## config.mk

```make
export PLATFORM = sky130hd
export DESIGN_NAME = sidr_regs
export DESIGN_NICKNAME = d
export VERILOG_FILES = /design/src/design/sidr_pkg.sv /design/src/design/sidr_regs.sv /design/src/design/sidr_stream.sv
export SDC_FILE = /design/constraint.sdc
export NUM_CORES = 1
export LEC_CHECK = 0
export BUFFER_PORTS_ARGS = -buffer_cell sky130_fd_sc_hd__buf_4
export CORE_ASPECT_RATIO = 1.25
export CORE_MARGIN = 2
export CORE_UTILIZATION = 28
export CTS_CLUSTER_DIAMETER = 60
export CTS_CLUSTER_SIZE = 10
export DETAILED_ROUTE_END_ITERATION = 10
export MAX_ROUTING_LAYER = met4
export PLACE_DENSITY_LB_ADDON = 0.05
export SLEW_MARGIN = 15
export SYNTH_ARGS = -nofsm -noshare
export SYNTH_HDL_FRONTEND = slang
export SYNTH_SLANG_ARGS = --single-unit
```

## constraint.sdc

```tcl
create_clock -name ref_clk -period 1.65 [get_ports ref_clk]
set_input_delay 0.2475 -clock ref_clk [delete_from_list [all_inputs] [get_ports ref_clk]]
set_output_delay 0.2475 -clock ref_clk [all_outputs]
set_load 0.01 [all_outputs]
```

## src/design/sidr_pkg.sv

```systemverilog
// Package: offsets, field layouts, reset values and types for the ID block
package sidr_pkg;

  // Register byte offsets
  localparam logic [2:0] OFS_REV_VENDOR = 3'h5;  // Revision and maker code
  localparam logic [2:0] OFS_PART_CODE  = 3'h6;  // Part code byte
  localparam logic [2:0] OFS_READ_LEN   = 3'h7;  // Block read length

  // Field positions
  localparam int REV_MSB     = 7;  // Revision nibble top bit
  localparam int REV_LSB     = 4;  // Revision nibble bottom bit
  localparam int MAKER_MSB   = 3;  // Maker nibble top bit
  localparam int MAKER_LSB   = 0;  // Maker nibble bottom bit
  localparam int LEN_MSB     = 4;  // Read length top bit
  localparam int LEN_LSB     = 0;  // Read length bottom bit
  localparam int LEN_W       = 5;  // Read length width

  // Reset values
  localparam logic [4:0] READ_LEN_RESET = 5'h08;  // Nine bytes by default

  // Byte-lane access carried from the byte engine
  typedef struct packed {
    logic       wr_en;   // One-cycle write strobe
    logic [2:0] addr;    // Register offset
    logic [7:0] wdata;   // Write data
  } sidr_wr_type;

endpackage : sidr_pkg

```

## src/design/sidr_regs.sv

```systemverilog
// Top: identification and block-read length register bank
`timescale 1ns/100ps

// The bank answers reads at offsets 5 to 7 and takes writes from the
// byte engine one strobe at a time. Offsets 5 and 6 are wired from
// parameters, so a write can never disturb them; the engine still
// receives an acknowledge, which keeps the host from seeing a refusal.
// Offset 7 keeps only its five length bits; the three upper bits read
// as zero whatever is written. The block read walker starts from any
// offset the host names and reports the last byte once the count of
// acknowledged bytes meets the stored length, so a length of L gives
// L plus one bytes. A start always wins over an acknowledge in the
// same cycle, which lets a host abandon a read and begin another.

// Overview of operation
// - Offset 5 holds revision and maker nibbles
// - Offset 6 holds read-only part code
// - Offset 7 bits 4:0 read length, rest reserved
// - Read length sets block read byte count
// - Read length resets to 8, nine bytes
// - Default block read returns offsets 0..8 ascending
module sidr_regs #(
  parameter logic [3:0] REV_CODE   = 4'h1,   // Arbitrary value
  parameter logic [3:0] MAKER_CODE = 4'h5,   // Arbitrary value
  parameter logic [7:0] PART_CODE  = 8'h3C,  // Arbitrary value
  parameter int         LEN_W      = 5
) (
  // Clock and reset
  input  wire logic                 ref_clk,
  input  wire logic                 rst,
  // Register write from the byte engine
  input  wire sidr_pkg::sidr_wr_type wr,
  output logic                      wr_ack,
  // Register read port (offset 5..7)
  input  wire logic [2:0]           rd_addr,
  output logic [7:0]                rd_data,
  // Block read sequencing
  input  wire logic                 blk_start,
  input  wire logic [7:0]           blk_start_ofs,
  input  wire logic                 blk_ack,
  output logic [7:0]                blk_ofs,
  output logic                      blk_last,
  output logic [LEN_W-1:0]          read_length
);

  // Stored field and its next value
  logic [LEN_W-1:0] len_q;     // Read length field
  logic [LEN_W-1:0] len_d;     // Next read length
  logic             len_hit;   // Write aimed at the length byte
  // Bytes as the host reads them
  logic [7:0]       byte5;     // Revision and maker byte
  logic [7:0]       byte6;     // Part code byte
  logic [7:0]       byte7;     // Length byte as read
  // Read decode
  logic             sel_rev;   // Read aimed at offset 5
  logic             sel_part;  // Read aimed at offset 6
  logic             sel_len;   // Read aimed at offset 7
  logic [7:0]       rd_d;      // Next read data
  logic             ack_q;     // Write acknowledge

  // Read-only identification bytes; no storage, so writes cannot reach
  assign byte5 = {REV_CODE, MAKER_CODE};
  assign byte6 = PART_CODE;
  // Reserved bits are tied low rather than stored
  assign byte7 = {3'h0, len_q};

  // Only the length field takes writes; reserved bits dropped
  assign len_hit = wr.wr_en && (wr.addr == sidr_pkg::OFS_READ_LEN);
  assign len_d   = len_hit ? wr.wdata[sidr_pkg::LEN_MSB:sidr_pkg::LEN_LSB]
                           : len_q;

  // Offset decode, one wire per register
  assign sel_rev  = (rd_addr == sidr_pkg::OFS_REV_VENDOR);
  assign sel_part = (rd_addr == sidr_pkg::OFS_PART_CODE);
  assign sel_len  = (rd_addr == sidr_pkg::OFS_READ_LEN);

  // Read data selection; unmapped offsets read as zero
  assign rd_d = sel_rev  ? byte5 :
                sel_part ? byte6 :
                sel_len  ? byte7 : 8'h00;

  // Length register, ack and read data
  always_ff @(posedge ref_clk) begin
    if (rst) begin
      len_q   <= sidr_pkg::READ_LEN_RESET;
      ack_q   <= 1'b0;
      rd_data <= 8'h00;
    end else begin
      len_q   <= len_d;
      ack_q   <= wr.wr_en;
      rd_data <= rd_d;
    end
  end

  // Acknowledge goes out for every write, mapped or not
  assign wr_ack      = ack_q;
  // Length field also drives the transmit side of the byte engine
  assign read_length = len_q;

  // Block read walker; it sees the stored length directly, so a
  // length written during a read takes effect on that same read
  // (hosts should change it only between reads)
  sidr_stream #(.LEN_W(LEN_W)) u_stream (
    .ref_clk   (ref_clk),
    .rst       (rst),
    .start     (blk_start),
    .start_ofs (blk_start_ofs),
    .advance   (blk_ack),
    .length    (len_q),
    .cur_ofs   (blk_ofs),
    .last_byte (blk_last)
  );

  // Assertion helpers: bytes acknowledged since the last block start,
  // counted apart from the walker so the last flag is judged on its own
  logic [7:0] chk_cnt_q;  // Shadow byte count
  logic [7:0] chk_cnt_d;  // Next shadow count
  logic       chk_end;    // Shadow says the last byte is up
  logic       rd_other;   // Read aimed outside the bank

  // Shadow count follows the same start and acknowledge strobes
  assign chk_cnt_d = blk_start ? 8'h00 :
                     (blk_ack ? chk_cnt_q + 8'h01 : chk_cnt_q);
  assign chk_end   = (chk_cnt_q == {3'h0, len_q});
  assign rd_other  = !sel_rev && !sel_part && !sel_len;

  // Shadow count register
  always_ff @(posedge ref_clk) begin
    if (rst) begin
      chk_cnt_q <= 8'h00;
    end else begin
      chk_cnt_q <= chk_cnt_d;
    end
  end
endmodule : sidr_regs

```

## src/design/sidr_stream.sv

```systemverilog
// Block read sequencer: walks register offsets for a block read
`timescale 1ns/100ps
module sidr_stream #(
  parameter int LEN_W = 5
) (
  // Clock and reset
  input  wire logic             ref_clk,
  input  wire logic             rst,
  // Control from the byte engine
  input  wire logic             start,
  input  wire logic [7:0]       start_ofs,
  input  wire logic             advance,
  input  wire logic [LEN_W-1:0] length,
  // Sequencer state
  output logic [7:0]            cur_ofs,
  output logic                  last_byte
);

  logic [7:0] ofs_q;    // Current register offset
  logic [7:0] cnt_q;    // Bytes already sent
  logic [7:0] cnt_d;    // Next count
  logic [7:0] ofs_d;    // Next offset

  // Next-state selection
  assign ofs_d = start ? start_ofs : (advance ? ofs_q + 8'h01 : ofs_q);
  assign cnt_d = start ? 8'h00 : (advance ? cnt_q + 8'h01 : cnt_q);

  // Last byte when count reaches the length setting (length+1 bytes)
  assign last_byte = (cnt_q == {{(8-LEN_W){1'b0}}, length});
  assign cur_ofs   = ofs_q;

  // Offset and count registers
  always_ff @(posedge ref_clk) begin
    if (rst) begin
      ofs_q <= 8'h00;
      cnt_q <= 8'h00;
    end else begin
      ofs_q <= ofs_d;
      cnt_q <= cnt_d;
    end
  end

endmodule : sidr_stream

```

# Word-level counts from Yosys, hierarchy flattened
# Cells that the tools add are included.
[word_totals]
mem_count = 0
elab_cells = 27
mem_bits_ro = 0
output_inout_bits = 23
register_bits = 30
mem_bits_rw = 0
latchBits = 0
inputBits = 27
[classes]
multipliers = 0
mux = 5
n_eq_ne = 5
magnitude_cmp = 0
shift = 0
n_reduce_logical = 6
n_div = 0
bitwise_logic = 1
addsub = 2
[ops]
columns = ["op", "n"]
rows = [
  ["adder 8 x 1 -> 8 bit (second input constant)", 2],
  ["two-way mux 8 bit", 2],
  ["== test 3 bit (second input constant)", 4],
  ["two-way mux 5 bit", 2],
  ["== test 8 x 5 -> 1 bit", 1],
  ["two-way mux 6 bit", 1],
  ["OR reduction 2 bit", 2],
  ["OR reduction 4 bit", 1],
  ["OR reduction 3 bit", 1],
  ["nonzero test 2 bit", 1],
  ["logical AND 1 bit", 1],
  ["NOT 1 bit", 1],
]

# Depth between registers and ports, before layout
[depth]
ltp_word = 4
depth_mapped = 4
mapped_depth_nobuf = 4

# Cells and area by module
# From an unflattened synthesis, not the netlist that was laid out.
[unflattened]
hier_cells = 144
hier_area_um2 = 1310.0
[by_module_without_submodules]
columns = ["module", "cells_per_inst", "area_each_um2", "instances", "seq_area_each_um2"]
rows = [
  ["sidr_stream", 96, 815.8, 1, 320.3],
  ["sidr_regs", 48, 494.2, 1, 240.2],
]

# Least setup slack after synthesis
# OpenSTA, ideal clock, no wires.
[synth_timing]
kind = "flip-flop to flip-flop"
startpoint = "reg u_stream.ofs_q[0], in the netlist u_stream.cur_ofs[0]"
endpoint = "reg u_stream.ofs_q[6], in the netlist u_stream.cur_ofs[6]"
required_ns = 1.559
path_slack_ns = 0.290
path_buffers = 0
setup_time_ns = 0.091
arrival_ns = 1.269
stages_incl_launch_ff = 5
period_less_slack_ns = 1.360
cell_sequence = "dfxtp_1 ha_1 nand2_1 or3_1 a311oi_1"
[synth_via]
elab_chain_cells = 3
[synth_lines]
columns = ["item", "line", "text"]
rows = [
  ["start, declared", "sidr_stream.sv:19", "logic [7:0] ofs_q;"],
  ["start signal, assigned", "sidr_stream.sv:38", "ofs_q <= ofs_d;"],
  ["adder 8 x 1 -> 8 bit", "sidr_stream.sv:25", "assign ofs_d = start ? start_ofs : (advance ? ofs_q + 8'h01 : ofs_q);"],
  ["two-way mux 8 bit (2 in a row)", "sidr_stream.sv:25", ""],
]
# Every way passes these cells. The select of a mux whose other input is x is not followed.
# A chain may end at the register's enable or synchronous reset.

# Worst setup path after layout
[layout_timing]
startpoint = "reg u_stream.cnt_q[2]"
endpoint = "out blk_last"
[layout_via]
elab_chain_cells = 1
[layout_lines]
columns = ["item", "line", "text"]
rows = [
  ["start, declared", "sidr_stream.sv:20", "logic [7:0] cnt_q;"],
  ["start signal, assigned", "sidr_stream.sv:39", "cnt_q <= cnt_d;"],
  ["== test 8 x 5 -> 1 bit", "sidr_stream.sv:29", "assign last_byte = (cnt_q == {{(8-LEN_W){1'b0}}, length});"],
  ["end, declared", "sidr_regs.sv:42", "output logic blk_last,"],
]
# Every way passes these cells.

==> qor.csv <==
metric;value;unit
drtPass1Iterations;4;
ff2ff_setup_slack;0.25;ns
grt_remaining_overflow;0;
cp_max_fo;5;
ir_drop;289;uV
rsz0062_at_grt;true;
leakage;0.724;nW
clock_latency;0.27;ns
cp-end-kind;output port;
critPathRequiredTime;1.40;ns
path_cells;xor2_1 -> or4_1 -> nor2_1 -> buf_4;
row_count;27;
n_antenna_cell;0;
worst_path_max_delay_cell;or4_1;
die-height;78.5;um
fp.dieW;63.6;um
stdcell_area;1670;sq um
combinationalPowerShare;0.137;
track_usage;0.123;
holdPathEnd;rd_data[0];
yosysWarnings;0;
syn-instance-count;141;
pwr-share-seq;0.544;
hold_violations;0;
synth_ff_type;dfxtp_1;
clock-root-buffer;clkbuf_8;
seq_area_frac_synth;0.451;
gp_congestion;0.714;
first_global_vias;1049;
switchingPower;0.318;mW
cts_sinks;28;
cellPowerDensity;797;nW/um^2
htreeDepth;1;
hold_start;rd_addr[1];
cp_num_buf_inv;1;
antenna_found_initial;0;
grt_max_degree;18;
finalWorstSetupSlack;0.0147;ns
ioPinCount;50;
clk_path_buf_depth;2;
arrival;1.39;ns
num_vias;1105;
synth_edf_count;0;
finalCritPeriodShare;0.991;
ys_async_sr_fraction;0;
setup_viol;0;
die_area;4990;sq um
internal_power;1.02;mW
postPlaceCellArea;1610;sq um
core;4320;sq um
drtIter0Drc;40;
wire_per_inst;12.1;um
worst-setup-path-type;flop to output port;
cts_made_buffers;3;
drcViolationCount;0;
r2r_cells;4;
ys_ff_latch;28;
numPortBuffers;44;
maxClockFrequency;611;MHz
power_frac_clock;0.319;
fillCellCount;491;
cp-start-kind;flop;
min_path_cells;2;
status;finished, final reports clean;
synthesis.area;1240;sq um
hold_path_class;primary input to flop;
reg2reg_from;u_stream.cur_ofs[1];
place_ws;0.270;ns
path_delay_family;simple AND/OR/NAND/NOR gates;
syn_avg_cell_area;8.81;sq um
swShare;0.239;
cts_hold_buf;0;
max_stage_delay;0.39;ns
period_minus_slack;1.64;ns
synthToLayoutAreaGrowth;34.5;%
clkSlewWorstSetupHoldPaths;0.10;ns
synth_cell_types;29;
postRouteAntennaNets;0;
via_per_inst;4.59;
skew;0.00477;ns
grt_pass1_wl;4730;um
start_util;0.287;
timing.rr.end;u_stream.cur_ofs[6];
drive_gt1_frac;0.295;
fin_nets;213;
cts_tree;done;
wl;2920;um
finalMaxSlewViolations;0;
drv_cap;0;
-- layout make-up --
type	count	area, sq um	area share
tap	58	72.6	0.0434
multi-input combinational	102	628	0.376
sequential	28	563	0.337
clock buffer	4	55.1	0.0329
inverter	4	15.0	0.00898
timing repair buffer	45	338	0.202
-- through the flow --
stage | std cells | hold slack [ns] | TNS (ns) | power, mW | utilization
2_1_floorplan | 142 | 0.320 | 0 | 0.829 | -
3_3_place_gp | 237 | 0.449 | 0 | 0.924 | 0.373
3_5_place_dp | 237 | 0.453 | 0 | 0.926 | 0.373
4_1_cts | 241 | 0.153 | -0.0121 | 1.36 | 0.387
5_1_grt | 241 | 0.154 | -0.0724 | 1.41 | 0.387
6_report | 241 | 0.159 | 0 | 1.33 | 0.387
-- cells in the mapped netlist (4+ instances only) --
master    instances  area (sq um)
or3_1             5          31.3
nand4_1           8          50.1
xor2_1            8          70.1
a21oi_1           6          30.0
nand2_1           7          26.3
nand3_1           5          25.0
xnor2_1           5          43.8
clkbuf_1          4          15.0
nor2_1           25          93.8
dfxtp_1          28           561
mux2i_1           7          70.1
o21ai_0           6          30.0
-- sequential cells by signal, indices dropped and copies added, names as in the netlist --
register	count
u_stream.cnt_q	8
u_stream.cur_ofs	8
rd_data	6
read_length	5
wr_ack	1
-- power by group through the flow --
stage / clock network (mW) / logic [mW] / registers [mW]
6_report: 0.426 / 0.182 / 0.725
4_1_cts: 0.444 / 0.186 / 0.726
2_1_floorplan: 0 / 0.0790 / 0.750
5_1_grt: 0.479 / 0.203 / 0.730
3_3_place_gp: 0 / 0.183 / 0.741
3_5_place_dp: 0 / 0.185 / 0.741
-- worst max path at each step --
stage / cells after the start / from / end
after global routing: 4 / read_length[2] / blk_last
after global placement: 4 / u_stream.cnt_q[2] / blk_last
after detailed placement: 4 / u_stream.cnt_q[2] / blk_last
after CTS: 4 / read_length[2] / blk_last
final: 4 / u_stream.cnt_q[2] / blk_last
after floorplan: 4 / u_stream.cur_ofs[0] / u_stream.cur_ofs[6]
-- routing by layer --
| metal | up-vias | global-route usage | wire [um] |
|---|---|---|---|
| met5 | - | - | 0 |
| met4 | 0 | 0.0457 | 25 |
| met3 | 2 | 0.0143 | 110 |
| met2 | 30 | 0.218 | 1510 |
| met1 | 505 | 0.141 | 1270 |
| li1 | 568 | - | - |
-- placed cells by master, fill, tap and decap left out, drive strengths merged, types with 3 or more instances in the layout --
| cell | netlist | final |
|---|---|---|
| inv | 3 | 3 |
| or3 | 5 | 5 |
| nand4 | 8 | 8 |
| nand2 | 7 | 7 |
| xor2 | 8 | 8 |
| clkbuf | 4 | 4 |
| o21ai | 6 | 6 |
| nor2 | 25 | 25 |
| xnor2 | 5 | 5 |
| a211oi | 3 | 3 |
| buf | 4 | 45 |
| mux2i | 7 | 7 |
| a21oi | 6 | 6 |
| nand3 | 5 | 5 |
| dfxtp | 28 | 28 |
-- timing repair --
item,4_1_cts,5_1_grt
buffers inserted,0,0
setup endpoints to repair,1,1
resized for setup,2,0
pin swaps,0,0
-- cells by family (layout without fill, tap and decap cells) --
logic type,Yosys count,in the layout,share of synthesized area
muxes,8,8,0.0655
AOI/OAI and AO/OA,20,20,0.102
other,1,2,0.00302
buffers and inverters,12,53,0.0463
xor gates and xnor gates,13,13,0.0916
DFF,28,28,0.451
adders and majority gates,2,2,0.0201
and+or+nand+nor,57,57,0.221
Power figures use the tool's default switching activity.
